File: src/core/dtm_pkg.sv
// Shared constants and carrier types of the dual timer block
package dtm_pkg;
    localparam int ADDR_W = 12;
    localparam int DATA_W = 32;
    localparam int TICK_DIV_DEF = 6;

    // Register indices; byte address is four times the index
    localparam logic [7:0] IDX_BCTL = 8'h88;
    localparam logic [7:0] IDX_BMODE = 8'h89;
    localparam logic [7:0] IDX_T0L = 8'h8a;
    localparam logic [7:0] IDX_T1L = 8'h8b;
    localparam logic [7:0] IDX_T0H = 8'h8c;
    localparam logic [7:0] IDX_T1H = 8'h8d;
    localparam logic [7:0] IDX_T2CTL = 8'hc8;
    localparam logic [7:0] IDX_T2MC = 8'hc9;
    localparam logic [7:0] IDX_CAPL = 8'hca;
    localparam logic [7:0] IDX_CAPH = 8'hcb;
    localparam logic [7:0] IDX_T2L = 8'hcc;
    localparam logic [7:0] IDX_T2H = 8'hcd;

    // Basic timers mode register fields
    localparam int BM_GATE1 = 7;
    localparam int BM_CT1 = 6;
    localparam int BM_MODE1 = 4;
    localparam int BM_GATE0 = 3;
    localparam int BM_CT0 = 2;
    localparam int BM_MODE0 = 0;
    // Basic timers control register fields
    localparam int BC_OVF1 = 7;
    localparam int BC_RUN1 = 6;
    localparam int BC_OVF0 = 5;
    localparam int BC_RUN0 = 4;
    // Third timer control fields
    localparam int T2_TF = 7;
    localparam int T2_EXF = 6;
    localparam int T2_RCLK = 5;
    localparam int T2_TXSEL = 4;
    localparam int T2_EXEN = 3;
    localparam int T2_TR = 2;
    localparam int T2_CT = 1;
    localparam int T2_CPRL = 0;
    // Third timer mode control fields
    localparam int T2M_OE = 1;
    localparam int T2M_DOWN = 0;

    localparam logic [7:0] RST_BYTE = 8'h00;
    localparam logic [1:0] RST_T2MC = 2'h0;
    localparam logic [15:0] CNT_MAX = 16'hffff;

    typedef enum logic [1:0] {
        DTM_MODE_13BIT  = 2'b00,
        DTM_MODE_16BIT  = 2'b01,
        DTM_MODE_RELOAD = 2'b10,
        DTM_MODE_SPLIT  = 2'b11
    } dtm_mode_t;

    // Pin input indices into the pins vector
    localparam int PIN_GATE0 = 0;
    localparam int PIN_GATE1 = 1;
    localparam int PIN_CNT0 = 2;
    localparam int PIN_CNT1 = 3;
    localparam int PIN_T2CLK = 4;
    localparam int PIN_TRIG = 5;
    localparam int PIN_N = 6;

    typedef struct packed {
        logic              psel;
        logic              penable;
        logic              pwrite;
        logic [ADDR_W-1:0] paddr;
        logic [DATA_W-1:0] pwdata;
    } dtm_apb_req_t;

    typedef struct packed {
        logic ovf;
        logic [7:0] h;
        logic [7:0] l;
    } dtm_step_t;
endpackage : dtm_pkg

File: src/core/dtm_tick_div.sv
// Machine cycle enable divider
`timescale 1ns/1ns
module dtm_tick_div import dtm_pkg::*; #(
    parameter int DIV = TICK_DIV_DEF
) (
    input  wire logic clk,
    input  wire logic rst,
    output logic      tick
);
    typedef struct packed {
        logic [7:0] cnt;
        logic       tick;
    } dtm_div_t;

    dtm_div_t s_ff;
    dtm_div_t nxt_s;

    always_comb begin
        nxt_s = s_ff;
        nxt_s.tick = (s_ff.cnt == 8'(DIV - 1));
        nxt_s.cnt = nxt_s.tick ? 8'h00 : s_ff.cnt + 8'h01;
    end

    always_ff @(posedge clk) begin
        if (rst) begin
            s_ff <= '0;
        end else begin
            s_ff <= nxt_s;
        end
    end

    assign tick = s_ff.tick;
endmodule : dtm_tick_div

File: src/core/dtm_fall_det.sv
// Falling edge detectors for sampled pin inputs
`timescale 1ns/1ns
module dtm_fall_det import dtm_pkg::*; #(
    parameter int W = PIN_N
) (
    input  wire logic         clk,
    input  wire logic         rst,
    input  wire logic [W-1:0] lvl,
    output logic      [W-1:0] fall
);
    typedef struct packed {
        logic [W-1:0] prev;
    } dtm_fd_t;

    dtm_fd_t s_ff;
    dtm_fd_t nxt_s;

    always_comb begin
        nxt_s = s_ff;
        nxt_s.prev = lvl;
    end

    // Previous sample clears at reset so a pin held low is not seen as an edge
    always_ff @(posedge clk) begin
        if (rst) begin
            s_ff <= '0;
        end else begin
            s_ff <= nxt_s;
        end
    end

    assign fall = s_ff.prev & ~lvl;
endmodule : dtm_fall_det

File: src/core/dtm_timers.sv
// Two basic timers and the third timer with APB register access
//
// The APB interface to the registers was left to the implementer.
`timescale 1ns/1ns
module dtm_timers import dtm_pkg::*; #(
    parameter int TICK_DIV = TICK_DIV_DEF
) (
    input  wire logic              clk,
    input  wire logic              rst,
    input  dtm_apb_req_t           apb,
    output logic      [DATA_W-1:0] prdata,
    output logic                   pready,
    output logic                   pslverr,
    input  wire logic [PIN_N-1:0]  pins,
    output logic                   basic_overflow_flag0,
    output logic                   basic_overflow_flag1,
    output logic                   third_overflow_flag,
    output logic                   third_external_flag,
    output logic                   ovf0_pulse,
    output logic                   ovf1_pulse,
    output logic                   ovf2_pulse,
    output logic                   uart_rx_clk,
    output logic                   uart_tx_clk,
    output logic                   clock_out
);
    typedef struct packed {
        logic [7:0]        bmode;
        logic              tf0;
        logic              tf1;
        logic              tr0;
        logic              tr1;
        logic [7:0]        t0l;
        logic [7:0]        t0h;
        logic [7:0]        t1l;
        logic [7:0]        t1h;
        logic [7:0]        third_timer_control;
        logic [1:0]        third_timer_mode_control;
        logic [7:0]        capl;
        logic [7:0]        caph;
        logic [15:0]       t2cnt;
        logic [DATA_W-1:0] rdata;
        logic              ready;
        logic              err;
        logic              ovf0;
        logic              ovf1;
        logic              ovf2;
        logic              rxclk;
        logic              txclk;
        logic              cout;
    } dtm_state_t;

    dtm_state_t       s_ff;
    dtm_state_t       nxt_s;
    logic             tick;
    logic [PIN_N-1:0] fall;

    dtm_tick_div #(
        .DIV (TICK_DIV)
    ) u_div (
        .clk  (clk),
        .rst  (rst),
        .tick (tick)
    );

    dtm_fall_det #(
        .W (PIN_N)
    ) u_fall (
        .clk  (clk),
        .rst  (rst),
        .lvl  (pins),
        .fall (fall)
    );

    // One count step of a basic timer in the given mode
    function automatic dtm_step_t bt_step(
        input logic [1:0] m,
        input logic [7:0] l,
        input logic [7:0] h
    );
        dtm_step_t   r;
        logic [12:0] c13;
        logic [15:0] c16;
        r = {1'b0, h, l};
        c13 = {h, l[4:0]};
        c16 = {h, l};
        case (dtm_mode_t'(m))
            DTM_MODE_13BIT: begin
                // Upper three low-byte bits are left as they are
                r.ovf = &c13;
                c13 = c13 + 13'h0001;
                r.h = c13[12:5];
                r.l = {l[7:5], c13[4:0]};
            end
            DTM_MODE_16BIT: begin
                r.ovf = &c16;
                c16 = c16 + 16'h0001;
                r.h = c16[15:8];
                r.l = c16[7:0];
            end
            DTM_MODE_RELOAD: begin
                r.ovf = &l;
                r.l = r.ovf ? h : l + 8'h01;
            end
            DTM_MODE_SPLIT: begin
                r.ovf = &l;
                r.l = l + 8'h01;
            end
            default: begin
                r = {1'b0, h, l};
            end
        endcase
        return r;
    endfunction : bt_step

    logic        hit;
    logic        wr;
    logic [7:0]  idx;
    logic [7:0]  wd;
    logic [7:0]  rd;
    logic [1:0]  m0;
    logic [1:0]  m1;
    logic        split;
    logic        en0;
    logic        en1;
    logic        inc0;
    logic        inc1;
    logic        inch;
    logic        set_tf0;
    logic        set_tf1;
    logic        t1_ovf;
    dtm_step_t   r0;
    dtm_step_t   r1;
    logic        baud;
    logic        coutm;
    logic        capm;
    logic        relm;
    logic        updn;
    logic        inc2;
    logic        trg;
    logic        o2;
    logic        set_exf;
    logic        tog_exf;
    logic [15:0] cap;

    always_comb begin
        nxt_s = s_ff;
        hit = 1'b0;
        rd = 8'h00;
        idx = apb.paddr[9:2];
        wd = apb.pwdata[7:0];
        nxt_s.ovf0 = 1'b0;
        nxt_s.ovf1 = 1'b0;
        nxt_s.ovf2 = 1'b0;

        // Register read decode
        if (apb.paddr[1:0] == 2'b00 && apb.paddr[ADDR_W-1:10] == '0) begin
            hit = 1'b1;
            case (idx)
                IDX_BCTL:  rd = {s_ff.tf1, s_ff.tr1, s_ff.tf0, s_ff.tr0, 4'h0};
                IDX_BMODE: rd = s_ff.bmode;
                IDX_T0L:   rd = s_ff.t0l;
                IDX_T1L:   rd = s_ff.t1l;
                IDX_T0H:   rd = s_ff.t0h;
                IDX_T1H:   rd = s_ff.t1h;
                IDX_T2CTL: rd = s_ff.third_timer_control;
                IDX_T2MC:  rd = {6'h00, s_ff.third_timer_mode_control};
                IDX_CAPL:  rd = s_ff.capl;
                IDX_CAPH:  rd = s_ff.caph;
                IDX_T2L:   rd = s_ff.t2cnt[7:0];
                IDX_T2H:   rd = s_ff.t2cnt[15:8];
                default:   hit = 1'b0;
            endcase
        end
        // One wait-free access: answer in the first access cycle
        nxt_s.ready = apb.psel & ~apb.penable;
        nxt_s.err = apb.psel & ~apb.penable & ~hit;
        nxt_s.rdata = (apb.psel & ~apb.penable & ~apb.pwrite) ? {24'h000000, rd} : '0;
        wr = apb.psel & apb.penable & s_ff.ready & apb.pwrite & hit;

        // Basic timers
        m0 = s_ff.bmode[BM_MODE0+:2];
        m1 = s_ff.bmode[BM_MODE1+:2];
        split = (dtm_mode_t'(m0) == DTM_MODE_SPLIT);
        en0 = s_ff.tr0 & (~s_ff.bmode[BM_GATE0] | pins[PIN_GATE0]);
        // With the first timer split, the second one has lost its run bit
        en1 = (split | s_ff.tr1)
            & (~s_ff.bmode[BM_GATE1] | pins[PIN_GATE1])
            & (dtm_mode_t'(m1) != DTM_MODE_SPLIT);
        inc0 = en0 & (s_ff.bmode[BM_CT0] ? fall[PIN_CNT0] : tick);
        inc1 = en1 & (s_ff.bmode[BM_CT1] ? fall[PIN_CNT1] : tick);
        inch = split & s_ff.tr1 & tick;
        r0 = bt_step(m0, s_ff.t0l, s_ff.t0h);
        r1 = bt_step(m1, s_ff.t1l, s_ff.t1h);
        set_tf0 = 1'b0;
        set_tf1 = 1'b0;
        t1_ovf = inc1 & r1.ovf;
        if (inc0) begin
            nxt_s.t0l = r0.l;
            set_tf0 = r0.ovf;
            if (!split) begin
                nxt_s.t0h = r0.h;
            end
        end
        if (inch) begin
            nxt_s.t0h = s_ff.t0h + 8'h01;
            set_tf1 = &s_ff.t0h;
        end
        if (inc1) begin
            nxt_s.t1l = r1.l;
            nxt_s.t1h = r1.h;
            if (!split) begin
                set_tf1 = r1.ovf;
            end
        end
        nxt_s.ovf0 = set_tf0;
        nxt_s.ovf1 = t1_ovf;
        nxt_s.tf0 = s_ff.tf0 | set_tf0;
        nxt_s.tf1 = s_ff.tf1 | set_tf1;

        // Third timer mode decode
        baud = s_ff.third_timer_control[T2_RCLK] | s_ff.third_timer_control[T2_TXSEL];
        coutm = ~baud & ~s_ff.third_timer_control[T2_CPRL] & s_ff.third_timer_mode_control[T2M_OE];
        capm = ~baud & s_ff.third_timer_control[T2_CPRL];
        relm = ~baud & ~s_ff.third_timer_control[T2_CPRL] & ~s_ff.third_timer_mode_control[T2M_OE];
        updn = relm & s_ff.third_timer_mode_control[T2M_DOWN];
        cap = {s_ff.caph, s_ff.capl};
        // Baud generation counts every clock when on the internal source
        if (!s_ff.third_timer_control[T2_TR]) begin
            inc2 = 1'b0;
        end else if (s_ff.third_timer_control[T2_CT]) begin
            inc2 = fall[PIN_T2CLK];
        end else begin
            inc2 = baud ? 1'b1 : tick;
        end
        // In up/down use the trigger pin is the direction, not an event
        trg = s_ff.third_timer_control[T2_TR] & s_ff.third_timer_control[T2_EXEN] & fall[PIN_TRIG]
            & ~coutm & ~updn;
        o2 = 1'b0;
        if (inc2) begin
            if (updn && !pins[PIN_TRIG]) begin
                if (s_ff.t2cnt == cap) begin
                    o2 = 1'b1;
                    nxt_s.t2cnt = CNT_MAX;
                end else begin
                    nxt_s.t2cnt = s_ff.t2cnt - 16'h0001;
                end
            end else if (s_ff.t2cnt == CNT_MAX) begin
                o2 = 1'b1;
                nxt_s.t2cnt = capm ? 16'h0000 : cap;
            end else begin
                nxt_s.t2cnt = s_ff.t2cnt + 16'h0001;
            end
        end
        if (trg && capm) begin
            nxt_s.capl = s_ff.t2cnt[7:0];
            nxt_s.caph = s_ff.t2cnt[15:8];
        end
        if (trg && relm) begin
            nxt_s.t2cnt = cap;
        end
        nxt_s.ovf2 = o2;
        if (coutm && o2) begin
            nxt_s.cout = ~s_ff.cout;
        end
        set_exf = trg;
        tog_exf = updn & o2;
        nxt_s.third_timer_control[T2_TF] = s_ff.third_timer_control[T2_TF] | (o2 & ~baud & ~coutm);
        nxt_s.third_timer_control[T2_EXF] = (s_ff.third_timer_control[T2_EXF] ^ tog_exf) | set_exf;
        nxt_s.rxclk = s_ff.third_timer_control[T2_RCLK] ? o2 : t1_ovf;
        nxt_s.txclk = s_ff.third_timer_control[T2_TXSEL] ? o2 : t1_ovf;

        // Software writes; hardware flag sets win over a clear
        if (wr) begin
            case (idx)
                IDX_BCTL: begin
                    nxt_s.tf1 = wd[BC_OVF1] | set_tf1;
                    nxt_s.tr1 = wd[BC_RUN1];
                    nxt_s.tf0 = wd[BC_OVF0] | set_tf0;
                    nxt_s.tr0 = wd[BC_RUN0];
                end
                IDX_BMODE: nxt_s.bmode = wd;
                IDX_T0L:   nxt_s.t0l = wd;
                IDX_T1L:   nxt_s.t1l = wd;
                IDX_T0H:   nxt_s.t0h = wd;
                IDX_T1H:   nxt_s.t1h = wd;
                IDX_T2CTL: begin
                    nxt_s.third_timer_control = wd;
                    nxt_s.third_timer_control[T2_TF] = wd[T2_TF] | (o2 & ~baud & ~coutm);
                    nxt_s.third_timer_control[T2_EXF] = (wd[T2_EXF] ^ tog_exf) | set_exf;
                end
                IDX_T2MC:  nxt_s.third_timer_mode_control = wd[1:0];
                IDX_CAPL:  nxt_s.capl = wd;
                IDX_CAPH:  nxt_s.caph = wd;
                IDX_T2L:   nxt_s.t2cnt[7:0] = wd;
                IDX_T2H:   nxt_s.t2cnt[15:8] = wd;
                default:   nxt_s.err = s_ff.err;
            endcase
        end
    end

    always_ff @(posedge clk) begin
        if (rst) begin
            s_ff <= '0;
            s_ff.bmode <= RST_BYTE;
            s_ff.third_timer_control <= RST_BYTE;
            s_ff.third_timer_mode_control <= RST_T2MC;
        end else begin
            s_ff <= nxt_s;
        end
    end

    assign prdata = s_ff.rdata;
    assign pready = s_ff.ready;
    assign pslverr = s_ff.err;
    assign basic_overflow_flag0 = s_ff.tf0;
    assign basic_overflow_flag1 = s_ff.tf1;
    assign third_overflow_flag = s_ff.third_timer_control[T2_TF];
    assign third_external_flag = s_ff.third_timer_control[T2_EXF];
    assign ovf0_pulse = s_ff.ovf0;
    assign ovf1_pulse = s_ff.ovf1;
    assign ovf2_pulse = s_ff.ovf2;
    assign uart_rx_clk = s_ff.rxclk;
    assign uart_tx_clk = s_ff.txclk;
    assign clock_out = s_ff.cout;
endmodule : dtm_timers

File: config.mk
export PLATFORM = sky130hd
export DESIGN_NAME = dtm_timers
export DESIGN_NICKNAME = d
export VERILOG_FILES = /design/src/core/dtm_pkg.sv /design/src/core/dtm_tick_div.sv /design/src/core/dtm_fall_det.sv /design/src/core/dtm_timers.sv
export SDC_FILE = /design/constraint.sdc
export NUM_CORES = 1
export LEC_CHECK = 0
export BUFFER_PORTS_ARGS = -buffer_cell sky130_fd_sc_hd__buf_2
export CORE_ASPECT_RATIO = 0.8
export CORE_MARGIN = 4
export CORE_UTILIZATION = 54
export CTS_CLUSTER_SIZE = 40
export DETAILED_ROUTE_END_ITERATION = 7
export PLACE_DENSITY = 0.78
export SLEW_MARGIN = 20
export SYNTH_ARGS = -nofsm -noshare
export SYNTH_HDL_FRONTEND = slang
export SYNTH_SLANG_ARGS = --single-unit
File: constraint.sdc
create_clock -name clk -period 1.97 [get_ports clk]
set_clock_uncertainty 0.05 [all_clocks]
set_input_delay 0.0985 -clock clk [delete_from_list [all_inputs] [get_ports clk]]
set_output_delay 0.0985 -clock clk [all_outputs]
set_load 0.005 [all_outputs]
### Word-level counts from Yosys, hierarchy flattened

Cells that the tools add are included.
W data, S select, Z words.

| operators by class | value |
|---|---|
| muxes and demuxes | 51 |
| order comparisons | 0 |
| shift-type cells | 0 |
| eq/ne operators | 23 |
| bitwise gates (word level) | 56 |
| reductions and logical operators | 26 |
| div/mod/pow operators | 0 |
| add/sub/neg operators | 10 |
| multipliers | 0 |

Operators by type and width:

| cell | number |
|---|---|
| $mux W16 | 9 |
| $mux W8 | 13 |
| $eq A8 B8 Y1 const B | 12 |
| $pmux W8 S12 | 1 |
| $mux W78 | 1 |
| $pmux W8 S4 | 2 |
| $add A16 B1 Y16 const B | 3 |
| $add A8 B1 Y8 const B | 4 |
| $pmux W8 S2 | 2 |
| $reduce_and A16 Y1 | 2 |
| $and A1 B1 Y1 | 27 |
| $add A13 B1 Y13 const B | 2 |
| $reduce_and A13 Y1 | 2 |
| $reduce_and A8 Y1 | 3 |
| $mux W1 | 19 |
| $eq A16 B16 Y1 | 1 |
| $eq A16 B16 Y1 const B | 1 |
| $sub A16 B1 Y16 const B | 1 |
| $not A1 Y1 | 13 |
| $or A1 B1 Y1 | 12 |
| $reduce_or A12 Y1 | 1 |
| $eq A2 B2 Y1 const B | 4 |
| $eq A8 B3 Y1 const B | 1 |
| $logic_not A2 Y1 | 4 |
| other kinds (13) | 26 |

| word-level totals | value |
|---|---|
| memory bits (writable) | 0 |
| flip-flop bits (word level) | 141 |
| logic and storage cells | 194 |
| bits in latches | 0 |
| memories | 0 |
| output and inout port bits | 44 |
| bits in read-only memories | 0 |

### Logic depth before layout (Yosys ltp)

| logic depth | value |
|---|---|
| word-level depth | 13 |
| gate-level depth with buffers | 10 |
| depth with buffers taken out | 8 |

### Modules after synthesis

From an unflattened synthesis, not the netlist that was laid out.

| second synthesis, totals | value |
|---|---|
| cells, all modules | 1,061 |
| area, all modules | 8,109.0 um2 |

By module, submodules not included:

| module | instances | area each (um2) | cells an instance |
|---|---|---|---|
| dtm_timers | 1 | 7,517.2 | 1,001 |
| dtm_tick_div | 1 | 384.1 | 42 |
| dtm_fall_det | 1 | 207.7 | 18 |

### Worst setup path before layout

No wires, ideal clock.

| path | value |
|---|---|
| kind | reg-to-reg |
| start point | register s_ff[40] (netlist name) |
| end point | register s_ff[48] (netlist name) |
| period minus slack after synthesis | 2,175 ps |
| arrival | 1,989 ps |
| buffers on the path | 1 |
| setup time | 136 ps |
| required time | 1,784 ps |
| slack | -205 ps |
| cell stages (with the launch flop) | 9 |
| cell sequence | dfxtp_1 > clkbuf_1 > inv_1 > ha_1 > nor4b_1 > and3_1 > a21oi_1 > a2111oi_0 > a211oi_1 |

| between the ends | value |
|---|---|
| cells in the longest elaborated chain, start to end | 7 |

Ends and longest elaborated chain:

| element | RTL line | text |
|---|---|---|
| start: declaration | dtm_timers.sv:52 | `dtm_state_t s_ff;` |
| start signal: assignment | dtm_timers.sv:308 | `s_ff <= nxt_s;` |
| $add A16 B1 Y16 (tied with other cells) | dtm_timers.sv:251 | `nxt_s.t2cnt = s_ff.t2cnt + 16'h0001;` |
| $mux W16, on equally long branches | dtm_timers.sv:247, dtm_timers.sv:241 |  |
| $mux W16 (*) | dtm_timers.sv:240 | `if (updn && !pins[PIN_TRIG]) begin` |
| $mux W16 (*) | dtm_timers.sv:239 | `if (inc2) begin` |
| $mux W16 (*) | dtm_timers.sv:258 | `if (trg && relm) begin` |
| $mux W8 | dtm_timers.sv:274 | `case (idx)` |
| $mux W78 (*) | dtm_timers.sv:273 | `if (wr) begin` |

Every way passes the cells marked *; elsewhere a longest branch is shown, timed or not.
A chain may end at the register's enable or synchronous reset.

### Worst setup path after layout

| path | value |
|---|---|
| start point | register s_ff[44] (netlist name) |
| end point | register s_ff (netlist bit uart_rx_clk) |

| between the ends | value |
|---|---|
| cells in the longest elaborated chain, start to end | 5 |

Ends and longest elaborated chain:

| element | RTL line | text |
|---|---|---|
| $eq A16 B16 Y1, on equally long branches | dtm_timers.sv:247, dtm_timers.sv:241 |  |
| $mux W1, on equally long branches | dtm_timers.sv:247, dtm_timers.sv:241 |  |
| $mux W1 (*) | dtm_timers.sv:240 |  |
| $mux W1 (*) | dtm_timers.sv:239 |  |
| $mux W1 (*) | dtm_timers.sv:269 | `nxt_s.rxclk = s_ff.third_timer_control[T2_RCLK] ? o2 : t1_ovf;` |

Marks and branches as above.

==> flow_summary.yaml <==
worst_setup_path:
  cp-start-kind: "register"
  cp_slowest_cell: "or3_4"
  worstPathArrival_ns: 2.61
  cp.buffers_inverters: 1
  crit_path_end_kind: "register"
  crit_family: "simple AND/OR/NAND/NOR gates"
  path_max_fanout: 6
  critPathRequiredTime_ns: 2.28
  crit_path_cell_trace: "buf_6, xor2_2, nor4_4, nand4_1, mux2_4, or3_4, mux2i_1"
  critical_path_class: "register to register"
  slowest_delay_ns: 0.40
global_routing:
  grt_max_degree: 43
  grt_overflow: 0
  grt_usage_pct: 38.4
  grt_pass1_vias: 8843
  grt_pass1_wl_mm: 49.3
  grt_antenna_before_repair: 0
cts:
  clk_pin_slew_ns: 0.06
  h-tree-depth: 4
  cts_tree: "done"
  cts_root_buf: "clkbuf_16"
  clkLatencyLatePin_ns: 0.43
  clock-sinks: 115
  cts_buffer_depth: 2
  tritoncts.num_buffers: 17
logic_synthesis:
  postSynthCellCount: 1055
  synth_seq_cells: 115
  synth_top_family_by_area: "simple AND/OR/NAND/NOR gates"
  yosysTopAreaCell: "dfxtp_1"
  post-synth-top-area-fraction_pct: 28.6
  synthArstFlopShare_pct: 0
  synthMuxAreaShare_pct: 5.53
  yosys.area_share.simple_pct: 27.4
  synth_area_per_cell_um2: 7.62
  synth_edf_count: 0
  synth_xor_area_share_pct: 5.12
  yosysWarnings: 0
  yosysSeqAreaShare_pct: 28.6
  synth_compound_area_share_pct: 23.2
  synth_top_cells_by_area: "dfxtp_1 29%, mux2i_1 5.1%, a21oi_1 4.9%"
  synth_ff_type: "dfxtp_1"
  synth_fa_ha_area_share_pct: 1.40
  synthesis.area_mm2: 0.00804
  yosysUniqueCellTypes: 81
sta:
  timing.fmax_mhz: 434
  drv_slew: 0
  rsz0062_at_grt: "yes"
  fin_crit_ns: 2.30
  finalWorstSetupSlack_ns: -0.332
  finalHoldViolations: 0
  slew_headroom_pct: 64.6
  period_share_pct: 117
  finalHoldWorstSlack_ns: 0.0308
  worst_slew_pin_slew_ns: 0.531
  setup_viol_count_final: 22
detailed_routing:
  firstDrtPassIters: 8
  wl_per_cell_um: 22.2
  drtIter0Drc: 1568
  drc: 3
  via_per_inst: 6.53
  routed_wl_mm: 32.8
  highest_layer: "met4"
  wl_met1_mm: 13.0
  wl_met2_mm: 13.9
  antenna_left: 0
  vias: 9668
  route.met3.wl_mm: 4.79
cells_and_area:
  postLayoutCellArea_mm2: 0.0110
  final_common_cell: "buf_4"
  layout-drive-gt1-share_pct: 33.1
  num-fill-cells: 1085
  nets: 1346
  layout_common_cells: "235 x buf_4, 103 x dfxtp_1, 100 x nand2_1"
  area_growth_pct: 37.2
min_path:
  min_path_type: "primary input to register"
die:
  die-area_mm2: 0.0169
  start_util_pct: 55.6
  die_x_um: 144
  die_h_um: 117
  rows: 39
  core_mm2: 0.0144
  num_io_pins: 99
run:
  cap_violations: 0
power_and_ir_drop:
  irDropWorstVdd_v: 0.000652
  p_leak_nw: 4.37
  seqPwrFrac_pct: 39.8
  cellInternalPower_mw: 4.46
  power_density_mw_per_mm2: 534
  p_comb_share_pct: 5.9
  p_sw_share_pct: 24.2
  power.net_switching_mw: 1.43
  pwr-share-clk_pct: 54.4
outcome:
  failed_checks: "DRC, setup timing"
  status: "finished with violations"
placement:
  hpwl_mm: 23.3
  dp_worst_setup_slack_ns: -0.642
  gp_congestion: 1.02
  numPortBuffers: 50
  dpl_cell_area_mm2: 0.00988
-- Yosys cell counts (11+ instances only) --
library cell    n
dfxtp_1       115
nand2_1       101
nor2_1         94
a21oi_1        79
clkbuf_1       55
nand3_1        52
o21ai_0        48
mux2i_1        41
a211oi_1       36
buf_4          35
xor2_1         29
nor3_1         27
and3_1         25
inv_1          25
buf_2          20
nand4_1        19
xnor2_1        18
nor4_1         14
or3_1          13
a22oi_1        12
a31oi_1        12
o22ai_1        12
o211ai_1       11
-- final cells by class --
type	instances	area, µm²	area share, %
multi-input cells	823	5550	50.3
repair buffers	299	2220	20.1
diodes	1	2.50	0.0227
well taps	184	230	2.09
flip-flops and latches	115	2330	21.1
inverters	26	100	0.908
clock buffers	19	443	4.02
clock inverters	13	159	1.44
-- stage by stage --
| step | cells | setup TNS [ns] | utilization, % | power [mW] |
|---|---|---|---|---|
| after detailed placement | 1431 | -12.22 | 68.4 | 2.71 |
| final | 1480 | -4.87 | 76.4 | 5.89 |
| after global placement | 1431 | -9.91 | 68.4 | 2.71 |
| after floorplan | 1078 | -0.120 | - | 2.59 |
| after global routing | 1479 | -5.87 | 76.3 | 6.03 |
| after CTS | 1474 | -2.21 | 74.3 | 5.88 |
-- routing by layer --
metal  GRT usage (%)  up-vias
met5               0        -
met4            13.9        0
met3            14.6      139
met2            55.0      748
met1            52.6     4498
li1                -     4283
-- tightest hold or removal path: cells and delay by family --
| family | cells | cell delay, ns |
|---|---|---|
| AND/OR/NAND/NOR | 1 | 0.13 |
| buffers and inverters | 2 | 0.24 |
-- worst paths after layout --
check | start | to | slack, ns | depth (start not counted)
hold / removal | pins[5] | u_fall.s_ff[5] | 0.03 | 3
setup reg to reg | s_ff[44] | uart_rx_clk | -0.33 | 7
setup / recovery | s_ff[44] | uart_rx_clk | -0.33 | 7
hold reg to reg | m1[0] | m1[0] | 0.45 | 2
-- flip-flops by register name, indices dropped and copies added, names as in the netlist, 2 cells and up --
name         count
m0               2
prdata           8
cap             16
u_div.s_ff       8
s_ff            62
u_fall.s_ff      4
m1               2
-- power by group through the flow --
stage / Sequential [mW] / Clock, mW / Combinational, mW
global placement: 2.40 / 0 / 0.311
floorplan: 2.40 / 0 / 0.191
finish: 2.34 / 3.20 / 0.345
global route: 2.34 / 3.32 / 0.364
CTS: 2.34 / 3.21 / 0.322
detailed placement: 2.40 / 0 / 0.313
-- logic make-up after synthesis --
logic type / Yosys count
and+or+nand+nor: 419
muxes: 44
xor gates and xnor gates: 47
buffers and inverters: 140
AOI/OAI and AO/OA: 280
adders and majority gates: 9
other: 1
DFF: 115
-- repair_timing --
item,in CTS,in global routing
hold buffers,5,0
setup buffers,6,6
pin swaps,11,27
endpoints found under the setup margin,38,61
cloned,0,0
gates resized for setup,32,64
hold endpoints to repair,5,0
(Power assumes the default switching activity.)
